<file path="src/pkg/fault_resp_pkg.sv">
// Package with the register map, field layout, timing figures and carrier types of the fault logic.
package fault_resp_pkg;

  // ****************************************
  // Timing
  // ****************************************
  localparam int unsigned CLK_HZ          = 20_000_000;
  localparam int unsigned IPD_TIMEOUT_MS  = 500;
  localparam int unsigned LOCK_RETRY_MS   = 100;
  localparam int unsigned IPD_TIMEOUT_CYC = IPD_TIMEOUT_MS * (CLK_HZ / 1000);
  localparam int unsigned LOCK_RETRY_CYC  = LOCK_RETRY_MS * (CLK_HZ / 1000);

  // ****************************************
  // Register map
  // ****************************************
  localparam logic [7:0]  CONFIG_OFS  = 8'h00;
  localparam logic [7:0]  CLEAR_OFS   = 8'h04;
  localparam logic [7:0]  STATUS_OFS  = 8'h08;
  localparam logic [31:0] CONFIG_RST  = 32'h0000_0000;
  localparam int unsigned CYC_MODE_LSB  = 0;
  localparam int unsigned LOCK_MODE_LSB = 4;
  localparam int unsigned OT_AUTO_BIT   = 8;
  localparam int unsigned RETRY_LSB     = 16;
  localparam int unsigned CLEAR_BIT     = 0;

  // ****************************************
  // Mode codes
  // ****************************************
  localparam logic [3:0] CYC_NEXT_PWM_REP  = 4'h0;
  localparam logic [3:0] CYC_THRESH_REP    = 4'h2;
  localparam logic [3:0] CYC_RETRY_REP     = 4'h4;
  localparam logic [3:0] CYC_REPORT_ONLY   = 4'h6;
  localparam logic [3:0] LOCK_REPORT_ONLY  = 4'h8;

  typedef struct packed {
    logic [7:0] retry_count;
    logic       ot_auto;
    logic [3:0] lock_mode;
    logic [3:0] cyc_mode;
  } config_t;

  typedef struct packed {
    logic drv_fault;
    logic ot_shutdown;
    logic pulse_rate;
    logic timeout_two;
    logic timeout_one;
    logic lock_fault;
    logic ctrl_fault;
    logic cyc_flag;
  } status_t;

  typedef struct packed {
    logic [2:0] high;
    logic [2:0] low;
  } gates_t;

  typedef enum logic [2:0] {
    GM_NORMAL, GM_RECIRC, GM_HS_BRAKE, GM_LS_BRAKE, GM_PULL_LOW, GM_DISABLED
  } gate_mode_t;

endpackage

</file>
<file path="src/verilog/fault_resp.sv">
// Fault-response logic of a three-phase gate driver with an APB register port.
//
// The register addresses and the APB slave port were decided locally.
`timescale 1ns/1ps
// ****************************************
// Operation
// - A cycle limit event is a sensed current product above the cycle threshold.
// - Modes 0 and 1 recirculate until the next PWM cycle start, mode 0 reporting it.
// - Modes 2 and 3 recirculate until the current falls below the threshold, 2 reporting.
// - Modes 4 and 5 recirculate until elapsed PWM cycles exceed the retry count, 4 reporting.
// - Lock current modes apply Hi-Z, recirculation or brakes, latched or retried, 8 reports.
// - A position detection ramp longer than 500 ms latches a timeout fault with gates low.
// - A position pulse before the last current decayed latches a pulse rate fault.
// - Overtemperature pulls all gates low, reports, and auto recovers when enabled.
// - Without auto recovery the overtemperature shutdown stays until fault clear.
// - Pulled-low gates drive every high and low gate output actively low.
// - Disabled gates keep low gates on passive pull-down and high gates on semi-active.
// - The cycle limit flag is set on the event and cleared when driving resumes.
// ****************************************
module fault_resp #(
  parameter int unsigned IPD_TIMEOUT_CYCLES = fault_resp_pkg::IPD_TIMEOUT_CYC,
  parameter int unsigned LOCK_RETRY_CYCLES  = fault_resp_pkg::LOCK_RETRY_CYC
) (
  input  wire logic                   pclk,
  input  wire logic                   presetn,
  input  wire logic                   ce,
  input  wire logic                   psel,
  input  wire logic                   penable,
  input  wire logic                   pwrite,
  input  wire logic [7:0]             paddr,
  input  wire logic [31:0]            pwdata,
  output logic      [31:0]            prdata,
  output logic                        pready,
  output logic                        pslverr,
  input  wire logic                   cycle_cmp_in,
  input  wire logic                   lock_cmp_in,
  input  wire logic                   overtemp_trip_in,
  input  wire logic                   pwm_cycle_start,
  input  wire logic                   ipd_ramp_up,
  input  wire logic                   ipd_ramp_down,
  input  wire logic                   ipd_pulse_start,
  input  wire logic                   ipd_current_decayed,
  input  wire logic                   gate_disable_req,
  input  wire fault_resp_pkg::gates_t gate_cmd,
  output fault_resp_pkg::gates_t      gate_out,
  output logic                        high_semi_pulldown,
  output logic                        low_active_pulldown,
  output logic                        fault_indicator_n,
  output fault_resp_pkg::status_t     fault_status
);

  // ****************************************
  // Elaboration checks
  // ****************************************
  if (IPD_TIMEOUT_CYCLES < 2 || LOCK_RETRY_CYCLES < 2) begin : g_chk
    $error("Timing counts must be at least two cycles.");
  end

  localparam int unsigned IW = $clog2(IPD_TIMEOUT_CYCLES + 1);
  localparam int unsigned LW = $clog2(LOCK_RETRY_CYCLES + 1);

  // ****************************************
  // Registers and APB slave
  // ****************************************
  fault_resp_pkg::config_t cfg_q;
  fault_resp_pkg::status_t stat;
  logic                    wr_en;
  logic                    fault_clear;
  logic                    addr_ok;

  assign pready  = 1'b1;
  assign addr_ok = paddr == fault_resp_pkg::CONFIG_OFS || paddr == fault_resp_pkg::CLEAR_OFS
                   || paddr == fault_resp_pkg::STATUS_OFS;
  assign pslverr = psel && penable && !addr_ok;
  assign wr_en   = ce && psel && penable && pwrite;
  assign fault_clear = wr_en && paddr == fault_resp_pkg::CLEAR_OFS
                       && pwdata[fault_resp_pkg::CLEAR_BIT];

  always_ff @(posedge pclk or negedge presetn) begin
    if (!presetn) begin
      cfg_q <= fault_resp_pkg::config_t'(fault_resp_pkg::CONFIG_RST[16:0]);
    end else if (wr_en && paddr == fault_resp_pkg::CONFIG_OFS) begin
      cfg_q.cyc_mode    <= pwdata[fault_resp_pkg::CYC_MODE_LSB +: 4];
      cfg_q.lock_mode   <= pwdata[fault_resp_pkg::LOCK_MODE_LSB +: 4];
      cfg_q.ot_auto     <= pwdata[fault_resp_pkg::OT_AUTO_BIT];
      cfg_q.retry_count <= pwdata[fault_resp_pkg::RETRY_LSB +: 8];
    end
  end

  always_comb begin
    prdata = 32'h0000_0000;
    if (psel && !pwrite) begin
      if (paddr == fault_resp_pkg::CONFIG_OFS) begin
        prdata[fault_resp_pkg::CYC_MODE_LSB +: 4]  = cfg_q.cyc_mode;
        prdata[fault_resp_pkg::LOCK_MODE_LSB +: 4] = cfg_q.lock_mode;
        prdata[fault_resp_pkg::OT_AUTO_BIT]        = cfg_q.ot_auto;
        prdata[fault_resp_pkg::RETRY_LSB +: 8]     = cfg_q.retry_count;
      end else if (paddr == fault_resp_pkg::STATUS_OFS) begin
        prdata[7:0] = stat;
      end
    end
  end

  // ****************************************
  // Input synchronisers
  // ****************************************
  logic [2:0] meta_q;
  logic [2:0] sync_q;
  logic       cyc_cmp;
  logic       lock_cmp;
  logic       ot_trip;

  always_ff @(posedge pclk or negedge presetn) begin
    if (!presetn) begin
      meta_q <= 3'h0;
      sync_q <= 3'h0;
    end else if (ce) begin
      meta_q <= {overtemp_trip_in, lock_cmp_in, cycle_cmp_in};
      sync_q <= meta_q;
    end
  end
  assign {ot_trip, lock_cmp, cyc_cmp} = sync_q;

  // ****************************************
  // Cycle-by-cycle limit
  // ****************************************
  logic       cyc_act_q;
  logic [8:0] pwm_cnt_q;
  logic       cyc_event;
  logic       cyc_clr;
  logic       cyc_rep;
  logic [3:0] cm;

  assign cm        = cfg_q.cyc_mode;
  assign cyc_event = cyc_cmp && cm < fault_resp_pkg::CYC_REPORT_ONLY;
  always_comb begin
    unique case (cm[3:1])
      3'h0:    cyc_clr = pwm_cycle_start;
      3'h1:    cyc_clr = !cyc_cmp;
      3'h2:    cyc_clr = pwm_cycle_start && pwm_cnt_q >= {1'b0, cfg_q.retry_count};
      default: cyc_clr = 1'b1;
    endcase
  end

  always_ff @(posedge pclk or negedge presetn) begin
    if (!presetn) begin
      cyc_act_q <= 1'b0;
    end else if (ce) begin
      cyc_act_q <= cyc_event || (cyc_act_q && !cyc_clr);
    end
  end

  always_ff @(posedge pclk or negedge presetn) begin
    if (!presetn) begin
      pwm_cnt_q <= 9'h000;
    end else if (ce) begin
      if (!cyc_act_q) begin
        pwm_cnt_q <= 9'h000;
      end else if (pwm_cycle_start) begin
        pwm_cnt_q <= pwm_cnt_q + 9'h001;
      end
    end
  end

  assign cyc_rep = (cyc_act_q && !cm[0] && cm < fault_resp_pkg::CYC_REPORT_ONLY)
                   || (cm == fault_resp_pkg::CYC_REPORT_ONLY && cyc_cmp);

  // ****************************************
  // Lock current limit
  // ****************************************
  logic          lock_act_q;
  logic [1:0]    lock_act_kind_q;
  logic [LW-1:0] lock_cnt_q;
  logic          lock_event;
  logic          lock_clr;
  logic          lock_rep;

  assign lock_event = lock_cmp && !cfg_q.lock_mode[3];
  assign lock_clr   = cfg_q.lock_mode[2] ? lock_cnt_q == LW'(LOCK_RETRY_CYCLES)
                                         : fault_clear;
  assign lock_rep   = lock_act_q || (cfg_q.lock_mode == fault_resp_pkg::LOCK_REPORT_ONLY
                                     && lock_cmp);

  always_ff @(posedge pclk or negedge presetn) begin
    if (!presetn) begin
      lock_act_q      <= 1'b0;
      lock_act_kind_q <= 2'h0;
      lock_cnt_q      <= '0;
    end else if (ce) begin
      lock_act_q <= lock_event || (lock_act_q && !lock_clr);
      if (lock_event && !lock_act_q) begin
        lock_act_kind_q <= cfg_q.lock_mode[1:0];
      end
      lock_cnt_q <= (lock_act_q && !lock_clr) ? lock_cnt_q + LW'(1) : '0;
    end
  end

  // ****************************************
  // Position detection and thermal faults
  // ****************************************
  logic          t1_q;
  logic          t2_q;
  logic          rate_q;
  logic          ot_q;
  logic [IW-1:0] ipd_cnt_q;
  logic          ipd_over;

  assign ipd_over = ipd_cnt_q == IW'(IPD_TIMEOUT_CYCLES);

  always_ff @(posedge pclk or negedge presetn) begin
    if (!presetn) begin
      ipd_cnt_q <= '0;
      t1_q      <= 1'b0;
      t2_q      <= 1'b0;
      rate_q    <= 1'b0;
    end else if (ce) begin
      ipd_cnt_q <= (ipd_ramp_up || ipd_ramp_down) && !ipd_over ? ipd_cnt_q + IW'(1) : '0;
      t1_q      <= (ipd_over && ipd_ramp_up) || (t1_q && !fault_clear);
      t2_q      <= (ipd_over && ipd_ramp_down) || (t2_q && !fault_clear);
      rate_q    <= (ipd_pulse_start && !ipd_current_decayed) || (rate_q && !fault_clear);
    end
  end

  // The trip input already carries the thermal hysteresis, so its fall marks recovery.
  always_ff @(posedge pclk or negedge presetn) begin
    if (!presetn) begin
      ot_q <= 1'b0;
    end else if (ce) begin
      ot_q <= ot_trip || (ot_q && !(cfg_q.ot_auto || fault_clear));
    end
  end

  // ****************************************
  // Gate drive and reporting
  // ****************************************
  fault_resp_pkg::gate_mode_t mode;
  fault_resp_pkg::gates_t     gates_d;

  always_comb begin
    if (ot_q || t1_q || t2_q || rate_q || (lock_act_q && lock_act_kind_q == 2'h0)) begin
      mode = fault_resp_pkg::GM_PULL_LOW;
    end else if (gate_disable_req) begin
      mode = fault_resp_pkg::GM_DISABLED;
    end else if (lock_act_q) begin
      mode = lock_act_kind_q == 2'h1 ? fault_resp_pkg::GM_RECIRC
           : lock_act_kind_q == 2'h2 ? fault_resp_pkg::GM_HS_BRAKE
           : fault_resp_pkg::GM_LS_BRAKE;
    end else if (cyc_act_q) begin
      mode = fault_resp_pkg::GM_RECIRC;
    end else begin
      mode = fault_resp_pkg::GM_NORMAL;
    end
  end

  // Recirculation turns the conducting high side off and closes its low side instead.
  always_comb begin
    gates_d = '0;
    unique case (mode)
      fault_resp_pkg::GM_NORMAL:   gates_d = gate_cmd;
      fault_resp_pkg::GM_RECIRC:   gates_d.low = gate_cmd.low | gate_cmd.high;
      fault_resp_pkg::GM_HS_BRAKE: gates_d.high = 3'h7;
      fault_resp_pkg::GM_LS_BRAKE: gates_d.low = 3'h7;
      fault_resp_pkg::GM_PULL_LOW: gates_d = '0;
      fault_resp_pkg::GM_DISABLED: gates_d = '0;
    endcase
  end

  always_ff @(posedge pclk or negedge presetn) begin
    if (!presetn) begin
      gate_out            <= '0;
      high_semi_pulldown  <= 1'b0;
      low_active_pulldown <= 1'b1;
      fault_indicator_n   <= 1'b1;
      fault_status        <= '0;
    end else if (ce) begin
      gate_out            <= gates_d;
      high_semi_pulldown  <= mode == fault_resp_pkg::GM_DISABLED;
      low_active_pulldown <= mode != fault_resp_pkg::GM_DISABLED;
      fault_indicator_n   <= !(stat.ctrl_fault || stat.drv_fault);
      fault_status        <= stat;
    end
  end

  always_comb begin
    stat             = '0;
    stat.cyc_flag    = cyc_act_q || (cm == fault_resp_pkg::CYC_REPORT_ONLY && cyc_cmp);
    stat.lock_fault  = lock_rep;
    stat.timeout_one = t1_q;
    stat.timeout_two = t2_q;
    stat.pulse_rate  = rate_q;
    stat.ctrl_fault  = cyc_rep || lock_rep || t1_q || t2_q || rate_q;
    stat.ot_shutdown = ot_q;
    stat.drv_fault   = ot_q;
  end
endmodule

</file>
<file path="config.mk">
export PLATFORM = sky130hd
export DESIGN_NAME = fault_resp
export DESIGN_NICKNAME = d
export VERILOG_FILES = /design/src/pkg/fault_resp_pkg.sv /design/src/verilog/fault_resp.sv
export SDC_FILE = /design/constraint.sdc
export NUM_CORES = 1
export LEC_CHECK = 0
export BUFFER_PORTS_ARGS = -buffer_cell sky130_fd_sc_hd__buf_4
export CORE_ASPECT_RATIO = 1.4
export CORE_MARGIN = 2
export CORE_UTILIZATION = 40
export CTS_CLUSTER_DIAMETER = 60
export DETAILED_ROUTE_END_ITERATION = 8
export GPL_TIMING_DRIVEN = 0
export PLACE_DENSITY_LB_ADDON = 0.08
export SLEW_MARGIN = 40
export SYNTH_ARGS = -nofsm -noshare
export SYNTH_HDL_FRONTEND = slang
export SYNTH_SLANG_ARGS = --single-unit
</file>
<file path="constraint.sdc">
create_clock -name pclk -period 2.5 [get_ports pclk]
set_clock_uncertainty 0.1 [all_clocks]
set_input_delay 0.375 -clock pclk [delete_from_list [all_inputs] [get_ports pclk]]
set_output_delay 0.375 -clock pclk [all_outputs]
set_load 0.01 [all_outputs]
</file>
Word-level counts from Yosys, hierarchy flattened
Index checks and enable logic that the tools add are counted.
Storage, ports and cells
  bits of input ports: 61
  output and inout port bits: 51
  register bits: 101
  logic and storage cells: 139
Cells by class
  mux-type cells: 20
  reductions and logical operators: 69
  equal/unequal tests: 16
  add/sub/neg operators: 3
  bitwise gates (word level): 1
  $lt $le $gt $ge: 2
Operators with widths (count)
  two-way mux 8 bit: 4
  logical AND 1 bit: 28
  two-way mux 9 bit: 3
  adder 24 x 1 -> 24 bit, second input constant: 1
  equality test 24 bit, second input constant: 1
  two-way mux 24 bit: 1
  logical OR 1 bit: 22
  adder 21 x 1 -> 21 bit, second input constant: 1
  equality test 21 bit, second input constant: 1
  two-way mux 21 bit: 1
  zero test 1 bit: 13
  adder 9 x 1 -> 9 bit, second input constant: 1
  equality test 3 x 2 -> 1 bit, second input constant: 3
  greater-or-equal comparator 9 x 8 -> 1 bit: 1
  one-hot mux 3 bit (3 select lines): 1
  equality test 8 x 3 -> 1 bit, second input constant: 1
  equality test 8 x 4 -> 1 bit, second input constant: 1
  zero test 8 bit: 1
  equality test 3 x 1 -> 1 bit, second input constant: 2
  zero test 3 bit: 2
  two-way mux 3 bit: 2
  one-hot mux 3 bit (2 select lines): 1
  equality test 4 x 3 -> 1 bit, second input constant: 1
  equality test 4 bit, second input constant: 1
  12 further kinds: 17

Longest topological paths before layout
  depth after elaboration: 11
  depth in mapped cells: 9
  depth with buffers taken out: 7

Worst setup path after synthesis
OpenSTA, ideal clock, no wires.
  path kind: input to output
  from: input paddr[1]
  to: output prdata[6]
  data required time: 2.025 ns
  buffers on the path: 0
  stages: 5
  slack: 0.351 ns
  data arrival time: 1.674 ns
  path through: nor4_4 -> nand2_2 -> nor3b_1 -> nand2_1 -> a21oi_1
Between the ends
  cells in the longest elaborated chain, start to end: 4
  elaborated cells on any way between the ends: 5
  classes of those cells: eq/ne: 1; mux: 3; reduce/logical: 1
Ends and longest elaborated chain
  start, declared: RTL line fault_resp.sv:30  | input wire logic [7:0] paddr,
  equality test 8 x 4 -> 1 bit: RTL line fault_resp.sv:98  | end else if (paddr == fault_resp_pkg::STATUS_OFS) begin
  two-way mux 8 bit: RTL line fault_resp.sv:98
  two-way mux 8 bit *: RTL line fault_resp.sv:93  | if (paddr == fault_resp_pkg::CONFIG_OFS) begin
  two-way mux 9 bit *: RTL line fault_resp.sv:92  | if (psel && !pwrite) begin
  end, declared: RTL line fault_resp.sv:32  | output logic [31:0] prdata,
Mark *: on every way between the ends. The rest lies on a longest branch, timed or not.

Worst setup path after layout
  from: input paddr[1]
  to: output prdata[0]
The elaborated chain is that of the path after synthesis.

==> reports/metrics.yaml <==
routing:
  first_pass_iters: 4
  wl_per_cell_um: 15.6
  drc: 0
  via_per_inst: 5.06
  ant_nets: 0
  drt-total-wl_mm: 13.0
  vias: 4239
  drtIter0Drc: 196
timing:
  worstMarginPinSlew_ns: 0.619
  hold_slack_ns: 0.0904
  layout_setup_ws_ns: 0.168
  period_needed_ns: 2.33
  finalSetupTns_ns: 0
  finalCritPeriodShare_pct: 93.3
  maxSlewHeadroom_pct: 58.4
  fmax_mhz: 429
  finalSetupViolCount: 0
  hold_viol_final: 0
  drv_slew: 0
  rsz0062_at_grt: "false"
synthesis:
  synth_ff_type: "dfrtp_1"
  ys_seq_elements: 101
  yosysUniqueCellTypes: 58
  syn_inst: 541
  seq_area_frac_synth_pct: 47.2
  async_reset_ff_share_pct: 100
  yosys_warnings: 0
  avgSynthCellArea_um2: 9.92
  synth.cell_area_um2: 5370
  synth-edff-count: 0
status:
  status: "completed"
floorplanning:
  initial_core_util_pct: 40.5
  die_x_um: 102
  dieArea_um2: 14400
  rows: 50
  coreArea_um2: 13300
  io_pins: 112
  die_y_um: 141
layout:
  fillCellCount: 1323
  drive_gt1_share_pct: 25.0
  diodes: 0
  final_util_pct: 50.0
  final_common_cell: "dfrtp_1"
  final_cell_mix: "dfrtp_1, buf_4, nor2_1"
  layout.nets: 724
  syn2layout_area_growth_pct: 23.5
global_route:
  grt_use_total_pct: 19.1
  grt_use_met3_pct: 3.37
  grt_pass1_vias: 4339
  top_usage_layer: "met2"
  grt_max_degree: 102
  grt_pass1_wl_mm: 21.5
  grt_overflow: 0
  antenna_found_initial: 0
  grtUsageMet1_pct: 23.0
  use_met2_pct: 33.7
job:
  maxCapViolCount: 0
setup_path:
  crit_path_max_fanout: 9
  r2r_setup_slack_ns: 0.32
  crit_required_ns: 2.03
  arrival_ns: 1.86
  worstSetupPathType: "input port to primary output"
  critPathLaunchType: "input port"
  end_kind: "primary output"
clock_tree:
  root_buffer: "clkbuf_16"
  htree_levels: 3
  clk-insertion-delay-late_ns: 0.35
  cts_tree: "yes"
  clk_pin_slew_ns: 0.07
  clockBufferDepth: 2
  cts_made_buffers: 9
  clock-sinks: 101
power_and_ir_drop:
  finalPower_mw: 3.62
  p_per_area_nw_per_um2: 546
  p_leak_nw: 3.11
  ir_worst_vdd_uv: 268
placement:
  hpwl_mm: 9.79
  port_buffers: 79
  pre_cts_ws_ns: -0.178
  gp_congestion: 0.857
min_path:
  holdCritPathClass: "input port to register"
[per-stage QoR]
step,instances,instance area [um^2]
final,837,6630
after global routing,837,6630
after CTS,833,6550
after detailed placement,817,6260
after global placement,816,6240
after floorplan,555,5420
[critical path: stages]
cell     delay (ns)
buf_4          0.12
nor4_4         0.37
nand2_2        0.19
nor3_4         0.25
buf_12         0.14
a22oi_1        0.08
nor2_1         0.18
buf_4          0.15
[worst paths after layout]
check,from,endpoint,depth (start not counted)
max in group asynchronous,presetn,fault_indicator_n,3
worst min register to register,fault_indicator_n,fault_indicator_n,1
worst max-delay path,paddr[1],prdata[0],8
worst max register to register,ipd_cnt_q[4],ipd_cnt_q[22],6
worst min-delay path,ipd_current_decayed,rate_q,2
min in group asynchronous,presetn,lock_cnt_q[0],2
[cell families after synthesis]
kind of cell / count (synthesis) / share of synthesized area (%)
adder cells (fa/ha/maj): 13 / 3.03
AO/OA/AOI/OAI: 78 / 9.40
other: 2 / 0.140
buffers and inverters: 59 / 5.62
flip-flops: 101 / 47.2
multiplexers: 29 / 6.79
AND/OR/NAND/NOR: 223 / 22.0
XOR/XNOR: 36 / 5.88
[registers in the layout, indices dropped and copies added, names as in the netlist]
register             cells
gate_out                 6
lock_act_kind_q          2
pwm_cnt_q                9
cfg_q                   13
fault_status             7
ipd_cnt_q               24
sync_q                   3
t2_q                     1
meta_q                   3
ot_q                     1
high_semi_pulldown       1
cm                       4
lock_cnt_q              21
t1_q                     1
rate_q                   1
cyc_act_q                1
lock_act_q               1
low_active_pulldown      1
fault_indicator_n        1
[power breakdown]
part	switching (mW)	total [mW]	internal [mW]
logic	0.211	0.412	0.201
clock network	0.606	1.38	0.776
registers	0.103	1.82	1.72
[synthesized netlist by cell type (all sizes together) (2+ instances only)]
library cell / number / area (um^2)
nor2b: 5 / 31.3
o2bb2ai: 7 / 61.3
inv: 28 / 105
or3: 8 / 50.1
and4: 2 / 17.5
clkbuf: 8 / 30.0
nand2: 39 / 159
nor4: 12 / 111
nor3: 7 / 46.3
nand3: 23 / 115
buf: 23 / 166
mux2: 29 / 364
a22oi: 6 / 45.0
nor4b: 2 / 17.5
conb: 2 / 7.51
nand4: 19 / 134
a31oi: 4 / 25.0
ha: 13 / 163
o21ai: 26 / 130
or4: 2 / 15.0
dfstp: 2 / 52.6
and2: 13 / 81.3
a22o: 5 / 43.8
o22ai: 3 / 18.8
nand2b: 5 / 31.3
a21oi: 16 / 80.1
xnor2: 11 / 96.3
o211ai: 2 / 20.0
o21a: 2 / 15.0
nor2: 73 / 274
xor2: 25 / 219
dfrtp: 99 / 2480
and3: 7 / 43.8
[routing by layer]
metal	vias to the layer above	part of all wire [%]
met3	18	2.3
met4	0	2.4
li1	2072	-
met5	-	0
met1	2092	41
met2	57	54
[area by class of cell]
type	count	area, um^2	area share (%)
plain buffers	31	196	2.96
clock buffers	12	236	3.57
clock inverters	4	50.0	0.755
inverters	28	105	1.59
multi-input cells	395	2610	39.4
flip-flops and latches	101	2530	38.2
well taps	182	228	3.44
repair buffers	84	671	10.1
[what timing repair did]
action / CTS / global route
setup buffers: 0 / 2
resized for setup: 1 / 2
endpoints found under the setup margin: 8 / 7
endpoints found under the hold margin: 0 / 26
pin swaps: 0 / 1
hold buffers: 0 / 1
(Power assumes the default switching activity.)
